File: src/hdl/idu_pkg.sv
// Constants and types shared by the integer divide unit
`default_nettype none
package idu_pkg;
  // Instruction decode
  localparam logic [5:0] PRIMARY_OP = 6'h1F;
  localparam logic [8:0] XO_DIV_SD = 9'h1E9;
  localparam logic [8:0] XO_DIV_UD = 9'h1C9;
  localparam logic [8:0] XO_DIV_SW = 9'h1EB;
  localparam int OPC_HI = 31;
  localparam int OPC_LO = 26;
  localparam int XO_HI = 9;
  localparam int XO_LO = 1;
  localparam int OE_BIT = 10;
  localparam int COND_REC_BIT = 0;
  // Divider
  localparam logic [6:0] DIV_STEPS = 7'h40;
  localparam logic [63:0] DW_MIN = 64'h8000_0000_0000_0000;
  localparam logic [31:0] W_MIN = 32'h8000_0000;
  // Register offsets (byte addresses)
  localparam logic [7:0] OFS_CTRL = 8'h00;
  localparam logic [7:0] OFS_STATUS = 8'h04;
  localparam logic [7:0] OFS_IRQ_STAT = 8'h08;
  localparam logic [7:0] OFS_IRQ_MASK = 8'h0C;
  localparam logic [7:0] OFS_RES_LO = 8'h10;
  localparam logic [7:0] OFS_RES_HI = 8'h14;
  // Fields and reset values
  localparam int CTRL_EN_BIT = 0;
  localparam logic CTRL_RST = 1'b1;
  localparam int IRQ_DONE_BIT = 0;
  localparam int IRQ_EXC_BIT = 1;
  localparam int IRQ_BAD_BIT = 2;
  localparam logic [2:0] IRQ_MASK_RST = 3'h0;
  localparam logic [1:0] RESP_OKAY = 2'h0;
  localparam logic [1:0] RESP_SLVERR = 2'h2;
  typedef enum logic [1:0] {ST_IDLE, ST_RUN, ST_FIN} idu_state_t;
endpackage
`default_nettype wire

File: src/hdl/idu_divide_unit.sv
// Integer divide unit with AXI4-Lite status and interrupt registers
//
// Local design decisions: the address map and register access over AXI4-Lite.
`timescale 1ns/100ps
`default_nettype none
module idu_divide_unit #(
  parameter int ADDR_W = 8
) (
  input wire logic CORE_CLK,
  input wire logic RESET_N,
  input wire logic DIV_START,
  input wire logic [31:0] DIV_INSTR,
  input wire logic [63:0] FIRST_SOURCE_REG,
  input wire logic [63:0] SECOND_SOURCE_REG,
  input wire logic EXC_SO_IN,
  input wire logic MODE_64,
  output logic DIV_DONE,
  output logic DIV_BUSY,
  output logic DIV_BAD_OP,
  output logic [63:0] QUOTIENT,
  output logic [3:0] COND_FIELD_ZERO,
  output logic COND_FIELD_ZERO_WE,
  output logic EXC_SO,
  output logic ARITH_EXCESS_FLAG,
  output logic FIXED_POINT_EXC_REG_WE,
  output logic IRQ,
  input wire logic [ADDR_W-1:0] AWADDR,
  input wire logic AWVALID,
  output logic AWREADY,
  input wire logic [31:0] WDATA,
  input wire logic [3:0] WSTRB,
  input wire logic WVALID,
  output logic WREADY,
  output logic [1:0] BRESP,
  output logic BVALID,
  input wire logic BREADY,
  input wire logic [ADDR_W-1:0] ARADDR,
  input wire logic ARVALID,
  output logic ARREADY,
  output logic [31:0] RDATA,
  output logic [1:0] RRESP,
  output logic RVALID,
  input wire logic RREADY
);

  function automatic logic [63:0] magn(input logic [63:0] x,
                                       input logic sgn);
    magn = (sgn && x[63]) ? 64'(-x) : x;
  endfunction

  function automatic logic [31:0] strb_merge(input logic [31:0] old,
                                             input logic [31:0] nw,
                                             input logic [3:0] be);
    logic [31:0] r;
    r = old;
    for (int i = 0; i < 4; i++) begin
      if (be[i]) begin
        r[i*8 +: 8] = nw[i*8 +: 8];
      end
    end
    strb_merge = r;
  endfunction

  function automatic logic mapped(input logic [7:0] a);
    mapped = (a == idu_pkg::OFS_CTRL) || (a == idu_pkg::OFS_STATUS) ||
             (a == idu_pkg::OFS_IRQ_STAT) ||
             (a == idu_pkg::OFS_IRQ_MASK) ||
             (a == idu_pkg::OFS_RES_LO) || (a == idu_pkg::OFS_RES_HI);
  endfunction

  // Divider state
  idu_pkg::idu_state_t state, next_state;
  logic [6:0] cnt, next_cnt;
  logic [63:0] rem, next_rem;
  logic [63:0] dvd, next_dvd;
  logic [63:0] dsr, next_dsr;
  logic neg_q, next_neg_q;
  logic is_word, next_is_word;
  logic oe, next_oe;
  logic crec, next_crec;
  logic ovf, next_ovf;
  logic so_in, next_so_in;
  logic mode64, next_mode64;
  logic done, next_done;
  logic bad, next_bad;
  logic [63:0] quo, next_quo;
  logic [3:0] cr, next_cr;
  logic cr_we, next_cr_we;
  logic xso, next_xso;
  logic xov, next_xov;
  logic xwe, next_xwe;
  logic [8:0] xo;
  logic op_sd, op_ud, op_sw, op_ok;
  logic [63:0] a_ext, b_ext;
  logic [64:0] trial;
  logic [63:0] q_sgn;

  assign xo = DIV_INSTR[idu_pkg::XO_HI:idu_pkg::XO_LO];
  assign op_ok = (DIV_INSTR[idu_pkg::OPC_HI:idu_pkg::OPC_LO] ==
                  idu_pkg::PRIMARY_OP) && (op_sd || op_ud || op_sw);
  assign op_sd = (xo == idu_pkg::XO_DIV_SD);
  assign op_ud = (xo == idu_pkg::XO_DIV_UD);
  assign op_sw = (xo == idu_pkg::XO_DIV_SW);
  // Word form works on sign-extended low halves
  assign a_ext = op_sw ? {{32{FIRST_SOURCE_REG[31]}},
                          FIRST_SOURCE_REG[31:0]} : FIRST_SOURCE_REG;
  assign b_ext = op_sw ? {{32{SECOND_SOURCE_REG[31]}},
                          SECOND_SOURCE_REG[31:0]} : SECOND_SOURCE_REG;
  assign trial = {rem, dvd[63]};
  // Magnitudes divided, sign restored: truncation toward zero
  assign q_sgn = neg_q ? 64'(-dvd) : dvd;

  // Bus-side state
  logic enable, next_enable;
  logic [2:0] irq_stat, next_irq_stat;
  logic [2:0] irq_mask, next_irq_mask;
  logic irq, next_irq;
  logic aw_ok, next_aw_ok;
  logic w_ok, next_w_ok;
  logic [7:0] waddr, next_waddr;
  logic [31:0] wdata, next_wdata;
  logic [3:0] wstrb, next_wstrb;
  logic awready, next_awready;
  logic wready, next_wready;
  logic bvalid, next_bvalid;
  logic [1:0] bresp, next_bresp;
  logic arready, next_arready;
  logic rvalid, next_rvalid;
  logic [1:0] rresp, next_rresp;
  logic [31:0] rdata, next_rdata;
  logic [31:0] rd_mux;
  logic [2:0] events;
  logic [7:0] raddr;
  logic [31:0] mrg_ctrl, mrg_mask, mrg_clr;

  always_comb begin
    next_state = state;
    next_cnt = cnt;
    next_rem = rem;
    next_dvd = dvd;
    next_dsr = dsr;
    next_neg_q = neg_q;
    next_is_word = is_word;
    next_oe = oe;
    next_crec = crec;
    next_ovf = ovf;
    next_so_in = so_in;
    next_mode64 = mode64;
    next_done = 1'b0;
    next_bad = 1'b0;
    next_quo = quo;
    next_cr = cr;
    next_cr_we = 1'b0;
    next_xso = xso;
    next_xov = xov;
    next_xwe = 1'b0;
    unique case (state)
      idu_pkg::ST_IDLE: begin
        // Start is taken only when idle and enabled
        if (DIV_START && enable) begin
          if (!op_ok) begin
            next_done = 1'b1;
            next_bad = 1'b1;
          end else begin
            next_is_word = op_sw;
            next_oe = DIV_INSTR[idu_pkg::OE_BIT];
            next_crec = DIV_INSTR[idu_pkg::COND_REC_BIT];
            next_so_in = EXC_SO_IN;
            next_mode64 = MODE_64;
            next_neg_q = !op_ud && (a_ext[63] ^ b_ext[63]);
            next_dvd = magn(a_ext, !op_ud);
            next_dsr = magn(b_ext, !op_ud);
            next_rem = 64'h0;
            next_cnt = 7'h0;
            // Overflow cases skip the iteration entirely
            next_ovf = (b_ext == 64'h0) ||
                       (op_sd && a_ext == idu_pkg::DW_MIN &&
                        &b_ext) ||
                       (op_sw && a_ext[31:0] == idu_pkg::W_MIN &&
                        &b_ext);
            next_state = next_ovf ? idu_pkg::ST_FIN : idu_pkg::ST_RUN;
          end
        end
      end
      idu_pkg::ST_RUN: begin
        // One restoring step per clock
        if (trial >= {1'b0, dsr}) begin
          next_rem = 64'(trial - {1'b0, dsr});
          next_dvd = {dvd[62:0], 1'b1};
        end else begin
          next_rem = trial[63:0];
          next_dvd = {dvd[62:0], 1'b0};
        end
        next_cnt = 7'(cnt + 7'h1);
        if (cnt == 7'(idu_pkg::DIV_STEPS - 7'h1)) begin
          next_state = idu_pkg::ST_FIN;
        end
      end
      idu_pkg::ST_FIN: begin
        next_done = 1'b1;
        // Undefined results are driven as zero, so they stay repeatable
        next_quo = ovf ? 64'h0 : q_sgn;
        next_xso = so_in | (oe & ovf);
        next_xov = ovf;
        next_xwe = oe;
        next_cr_we = crec;
        if (ovf || (is_word && mode64)) begin
          next_cr = {3'h0, so_in | (oe & ovf)};
        end else if (is_word) begin
          next_cr = {q_sgn[31], !q_sgn[31] && |q_sgn[31:0],
                     ~|q_sgn[31:0], so_in};
        end else begin
          // Signed compare even for the unsigned form
          next_cr = {q_sgn[63], !q_sgn[63] && |q_sgn,
                     ~|q_sgn, so_in};
        end
        next_state = idu_pkg::ST_IDLE;
      end
    endcase
  end

  always_ff @(posedge CORE_CLK or negedge RESET_N) begin
    if (!RESET_N) begin
      state <= idu_pkg::ST_IDLE;
      cnt <= 7'h0;
      rem <= 64'h0;
      dvd <= 64'h0;
      dsr <= 64'h0;
      neg_q <= 1'b0;
      is_word <= 1'b0;
      oe <= 1'b0;
      crec <= 1'b0;
      ovf <= 1'b0;
      so_in <= 1'b0;
      mode64 <= 1'b0;
      done <= 1'b0;
      bad <= 1'b0;
      quo <= 64'h0;
      cr <= 4'h0;
      cr_we <= 1'b0;
      xso <= 1'b0;
      xov <= 1'b0;
      xwe <= 1'b0;
    end else begin
      state <= next_state;
      cnt <= next_cnt;
      rem <= next_rem;
      dvd <= next_dvd;
      dsr <= next_dsr;
      neg_q <= next_neg_q;
      is_word <= next_is_word;
      oe <= next_oe;
      crec <= next_crec;
      ovf <= next_ovf;
      so_in <= next_so_in;
      mode64 <= next_mode64;
      done <= next_done;
      bad <= next_bad;
      quo <= next_quo;
      cr <= next_cr;
      cr_we <= next_cr_we;
      xso <= next_xso;
      xov <= next_xov;
      xwe <= next_xwe;
    end
  end

  assign events = {next_bad, next_done && next_ovf && !next_bad,
                   next_done};
  assign raddr = 8'(ARADDR);
  // Strobe merges named apart, a call result cannot be bit-selected
  assign mrg_ctrl = strb_merge({31'h0, enable}, wdata, wstrb);
  assign mrg_mask = strb_merge({29'h0, irq_mask}, wdata, wstrb);
  assign mrg_clr = strb_merge(32'h0, wdata, wstrb);

  always_comb begin
    rd_mux = 32'h0;
    unique case (raddr)
      idu_pkg::OFS_CTRL: rd_mux = {31'h0, enable};
      idu_pkg::OFS_STATUS: rd_mux = {24'h0, cr, 2'h0, xov,
                                     state != idu_pkg::ST_IDLE};
      idu_pkg::OFS_IRQ_STAT: rd_mux = {29'h0, irq_stat};
      idu_pkg::OFS_IRQ_MASK: rd_mux = {29'h0, irq_mask};
      idu_pkg::OFS_RES_LO: rd_mux = quo[31:0];
      idu_pkg::OFS_RES_HI: rd_mux = quo[63:32];
      default: rd_mux = 32'h0;
    endcase
  end

  always_comb begin
    next_enable = enable;
    next_irq_mask = irq_mask;
    next_irq_stat = irq_stat;
    next_aw_ok = aw_ok;
    next_w_ok = w_ok;
    next_waddr = waddr;
    next_wdata = wdata;
    next_wstrb = wstrb;
    next_bvalid = bvalid;
    next_bresp = bresp;
    next_arready = arready;
    next_rvalid = rvalid;
    next_rresp = rresp;
    next_rdata = rdata;
    if (AWVALID && awready) begin
      next_aw_ok = 1'b1;
      next_waddr = 8'(AWADDR);
    end
    if (WVALID && wready) begin
      next_w_ok = 1'b1;
      next_wdata = WDATA;
      next_wstrb = WSTRB;
    end
    if (BVALID && BREADY) begin
      next_bvalid = 1'b0;
    end
    if (aw_ok && w_ok && !bvalid) begin
      next_aw_ok = 1'b0;
      next_w_ok = 1'b0;
      next_bvalid = 1'b1;
      next_bresp = mapped(waddr) ? idu_pkg::RESP_OKAY :
                   idu_pkg::RESP_SLVERR;
      if (waddr == idu_pkg::OFS_CTRL) begin
        next_enable = mrg_ctrl[idu_pkg::CTRL_EN_BIT];
      end
      if (waddr == idu_pkg::OFS_IRQ_MASK) begin
        next_irq_mask = mrg_mask[2:0];
      end
      if (waddr == idu_pkg::OFS_IRQ_STAT) begin
        next_irq_stat = irq_stat & ~mrg_clr[2:0];
      end
    end
    // A new event wins over a clear in the same cycle
    next_irq_stat = next_irq_stat | events;
    next_awready = !next_aw_ok;
    next_wready = !next_w_ok;
    if (ARVALID && arready) begin
      next_arready = 1'b0;
      next_rvalid = 1'b1;
      next_rdata = rd_mux;
      next_rresp = mapped(raddr) ? idu_pkg::RESP_OKAY :
                   idu_pkg::RESP_SLVERR;
    end else if (RVALID && RREADY) begin
      next_rvalid = 1'b0;
      next_arready = 1'b1;
    end
    next_irq = |(next_irq_stat & next_irq_mask);
  end

  always_ff @(posedge CORE_CLK or negedge RESET_N) begin
    if (!RESET_N) begin
      enable <= idu_pkg::CTRL_RST;
      irq_mask <= idu_pkg::IRQ_MASK_RST;
      irq_stat <= 3'h0;
      irq <= 1'b0;
      aw_ok <= 1'b0;
      w_ok <= 1'b0;
      waddr <= 8'h0;
      wdata <= 32'h0;
      wstrb <= 4'h0;
      awready <= 1'b1;
      wready <= 1'b1;
      bvalid <= 1'b0;
      bresp <= 2'h0;
      arready <= 1'b1;
      rvalid <= 1'b0;
      rresp <= 2'h0;
      rdata <= 32'h0;
    end else begin
      enable <= next_enable;
      irq_mask <= next_irq_mask;
      irq_stat <= next_irq_stat;
      irq <= next_irq;
      aw_ok <= next_aw_ok;
      w_ok <= next_w_ok;
      waddr <= next_waddr;
      wdata <= next_wdata;
      wstrb <= next_wstrb;
      awready <= next_awready;
      wready <= next_wready;
      bvalid <= next_bvalid;
      bresp <= next_bresp;
      arready <= next_arready;
      rvalid <= next_rvalid;
      rresp <= next_rresp;
      rdata <= next_rdata;
    end
  end

  always_ff @(posedge CORE_CLK or negedge RESET_N) begin
    if (!RESET_N) begin
      DIV_BUSY <= 1'b0;
    end else begin
      DIV_BUSY <= next_state != idu_pkg::ST_IDLE;
    end
  end

  assign DIV_DONE = done;
  assign DIV_BAD_OP = bad;
  assign QUOTIENT = quo;
  assign COND_FIELD_ZERO = cr;
  assign COND_FIELD_ZERO_WE = cr_we;
  assign EXC_SO = xso;
  assign ARITH_EXCESS_FLAG = xov;
  assign FIXED_POINT_EXC_REG_WE = xwe;
  assign IRQ = irq;
  assign AWREADY = awready;
  assign WREADY = wready;
  assign BRESP = bresp;
  assign BVALID = bvalid;
  assign ARREADY = arready;
  assign RDATA = rdata;
  assign RRESP = rresp;
  assign RVALID = rvalid;

endmodule
`default_nettype wire

File: config.mk
export PLATFORM = sky130hd
export DESIGN_NAME = idu_divide_unit
export DESIGN_NICKNAME = d
export VERILOG_FILES = /design/src/hdl/idu_pkg.sv /design/src/hdl/idu_divide_unit.sv
export SDC_FILE = /design/constraint.sdc
export NUM_CORES = 1
export LEC_CHECK = 0
export BUFFER_PORTS_ARGS = -buffer_cell sky130_fd_sc_hd__buf_2
export CAP_MARGIN = 20
export CORE_MARGIN = 3
export CORE_UTILIZATION = 30
export DETAILED_ROUTE_END_ITERATION = 16
export PLACE_DENSITY_LB_ADDON = 0.05
export SYNTH_ARGS = -nofsm -noshare
export SYNTH_HDL_FRONTEND = slang
export SYNTH_SLANG_ARGS = --single-unit
File: constraint.sdc
create_clock -name CORE_CLK -period 6.77 [get_ports CORE_CLK]
set_clock_uncertainty 0.15 [all_clocks]
set_input_delay 1.6925 -clock CORE_CLK [delete_from_list [all_inputs] [get_ports CORE_CLK]]
set_output_delay 1.6925 -clock CORE_CLK [all_outputs]
set_load 0.01 [all_outputs]
==> metrics.txt <==
status=completed; leakage power=11.91 nW; crit path kind=input pin to flop; final core occ=35.55%; Cells after DPL=4129; Post-synth top flop=dfrtp_1; Overall Global Routing Usage=21.70%; Netlist cell types=83; worst hold slack=0.3195 ns; DIE AREA=0.08459 mm²; wire length per cell=22.42 µm; clk_lat worst skew=0.58 ns; Hold Path Stages=2; # DRC=0; vias in the first global route=22790; minimum clock period=5.078 ns; setup bufs post-CTS=0; worst vdd ir=148.1 µV; EDFF count, synth=0; DR vias=23200; CP Max Fanout=6; via density per instance=5.500; CTS Sinks=344; CTS H-tree depth=2; number of core rows=103; setup tns final=0 ns; # setup viols final=0; total gr overflow=0; Crit path largest cell delay=0.60 ns; RD Place Congestion=0.8945; Worst Tran Pin Value=1.328 ns; hold_buf cts=0; Design Area, Final=0.02831 mm²; Post-Syn Area=0.02434 mm²; Synth warnings=0; clock-pin slew on the worst setup and hold paths=0.06 ns; register area share after synthesis=35.38%; FF-to-FF path depth=10; worst-path cell chain=buf_2 -> or4_1 -> nor4b_1 -> nand3b_1 -> nor3_1 -> nand3_1 -> nor2_1 -> a32oi_1 -> a21oi_1 -> a22o_1 -> a21bo_2; Core Area=0.07964 mm²; flops & latches, synth=344; CTS root buffer=clkbuf_16; Cells after Synth=2951; first-pass GRT wire length=144100 µm; WP data arrival=5.45 ns; RSZ-0062 raised after global routing=false; DIE WIDTH=290.9 µm; I/O pins=339; largest net degree at the start of global routing=143; CTS tree=yes; share of cells above drive strength 1=16.04%; HPWL after detailed placement=71720 µm; Worst setup SP type=input pin; fin. max-slew vios=0; PortBufs=289; worst endpoint required time=7.14 ns; final hold vios=0; Starting Density=30.56%; Placed Instance Area=0.02681 mm²; top cells by count, synth=dfrtp_1 (340), nand2_1 (332), o21ai_0 (320); Rel. slew slack=10.67%; Synth area leaders=dfrtp_1 (35%), o21ai_0 (6.6%), nand2_1 (5.1%), a21oi_1 (4.7%), xor2_1 (4.3%); iteration-0 DRC count of the detailed router=1482; count leader, synth=dfrtp_1; CTS resizes=0; Worst path depth=11; initial antenna violation count=21; worst path bufs/invs=1; post-synth top area share=34.95%; fin crit share=75.00%; routed wire length=94570 µm; NumNets Final=3420; Synth async-reset ratio=100.0%; die height=290.9 µm; Cell Count, Final, Fillers Out=4218; Area Growth Syn to Fin=16.31%; CP max stage cell=or4_1; FMAX=196.9 MHz; Mean Syn Cell Area=8.249 µm²; Worst setup EP type=flop; hold crit path type=flop to flop; antenna viol nets, final=0; max cap viols=0; DRT Pass-1 Iters=5; area leader, netlist=dfrtp_1; CTS max path bufs=3; Num CTS Buffers=44; power density over cell area=234.7 mW/mm²; critical path's top delay family=simple AND/OR/NAND/NOR gates
## worst reg2reg max path: stages (launching register included)
cell and delay, ns:
dfrtp_1 0.40, ha_1 0.45, nand4_1 0.16, nor3_1 0.41, and2_1 0.37, nand4_1 0.27, nor4_1 0.60, nor3_1 0.12
a22oi_2 0.75, nand2_1 0.84, o221ai_1 0.45
## power breakdown
part / total, mW / internal (mW) / switching [mW]
registers: 2.75 / 2.36 / 0.393
logic: 1.46 / 0.608 / 0.856
clock network: 2.43 / 1.45 / 0.983
## routing by layer
layer  routed length, µm  track usage (%)
met5                  51                0
met4                2323            5.419
met3                6057            4.440
met2               41670            33.79
met1               44470            30.70
## stage by stage
stage | setup slack [ns] | power (mW)
2_1_floorplan | 2.131 | 3.519
3_3_place_gp | 1.011 | 4.238
3_5_place_dp | 0.9724 | 4.265
4_1_cts | 1.545 | 6.744
5_1_grt | 1.185 | 7.020
6_report | 1.692 | 6.644
## kinds of logic (layout without fill, tap and decap cells)
group | count (synthesis) | count (layout) | synth area share (%)
and+or+nand+nor | 901 | 901 | 17.85
adders and majority gates | 73 | 73 | 3.783
other | 1 | 10 | 0.01541
buffers and inverters | 322 | 530 | 5.078
muxes | 107 | 107 | 4.677
DFF | 344 | 344 | 35.38
AOI/OAI and AO/OA | 979 | 979 | 25.16
xor gates and xnor gates | 224 | 224 | 8.060
## cell usage in the layout, fill, tap and decap left out, types with 39 or more instances in the layout
cell type,instances
xor2_1,120
mux2_2,44
nor2_1,185
clkbuf_16,46
o31ai_1,39
nor3_1,56
nand2_1,331
ha_1,70
buf_4,46
buf_2,288
nand4_1,45
xnor2_1,104
dfrtp_1,339
a21oi_1,226
mux2i_1,62
nand3_1,46
inv_1,106
o22ai_1,62
o2bb2ai_1,42
o21ai_0,320
## flip-flops by register name, indices dropped and copies added (netlist names), 2 cells and up
name             flops
QUOTIENT            64
dsr                 64
dvd                 64
rem                 64
RDATA               32
waddr                8
cnt                  7
COND_FIELD_ZERO      4
irq_mask             3
irq_stat             3
wdata                3
state                2
## final timing paths
kind / start / to / slack [ns]
max: SECOND_SOURCE_REG[12] / IRQ$_DFF_PN0_ / 1.69
min: crec$_DFFE_PN0P_ / crec$_DFFE_PN0P_ / 0.32
max reg2reg: rem[20]$_DFFE_PN0P_ / rem[44]$_DFFE_PN0P_ / 1.70
min reg2reg: crec$_DFFE_PN0P_ / crec$_DFFE_PN0P_ / 0.32
max in group asynchronous: RESET_N / neg_q$_DFFE_PN0P_ / 4.42
min in group asynchronous: RESET_N / waddr[7]$_DFFE_PN0P_ / 0.87
## final cells by class
type	instances	area, µm²
Antenna cell	8	20.02
Clock buffer	63	1295
Clock inverter	18	186.4
Fill cell	8393	51330
Inverter	108	405.4
Multi-Input combinational cell	2286	14550
Sequential cell	344	8615
Tap cell	1050	1314
Timing Repair Buffer	341	1924
No activity file was read; power rests on OpenSTA's default activity.
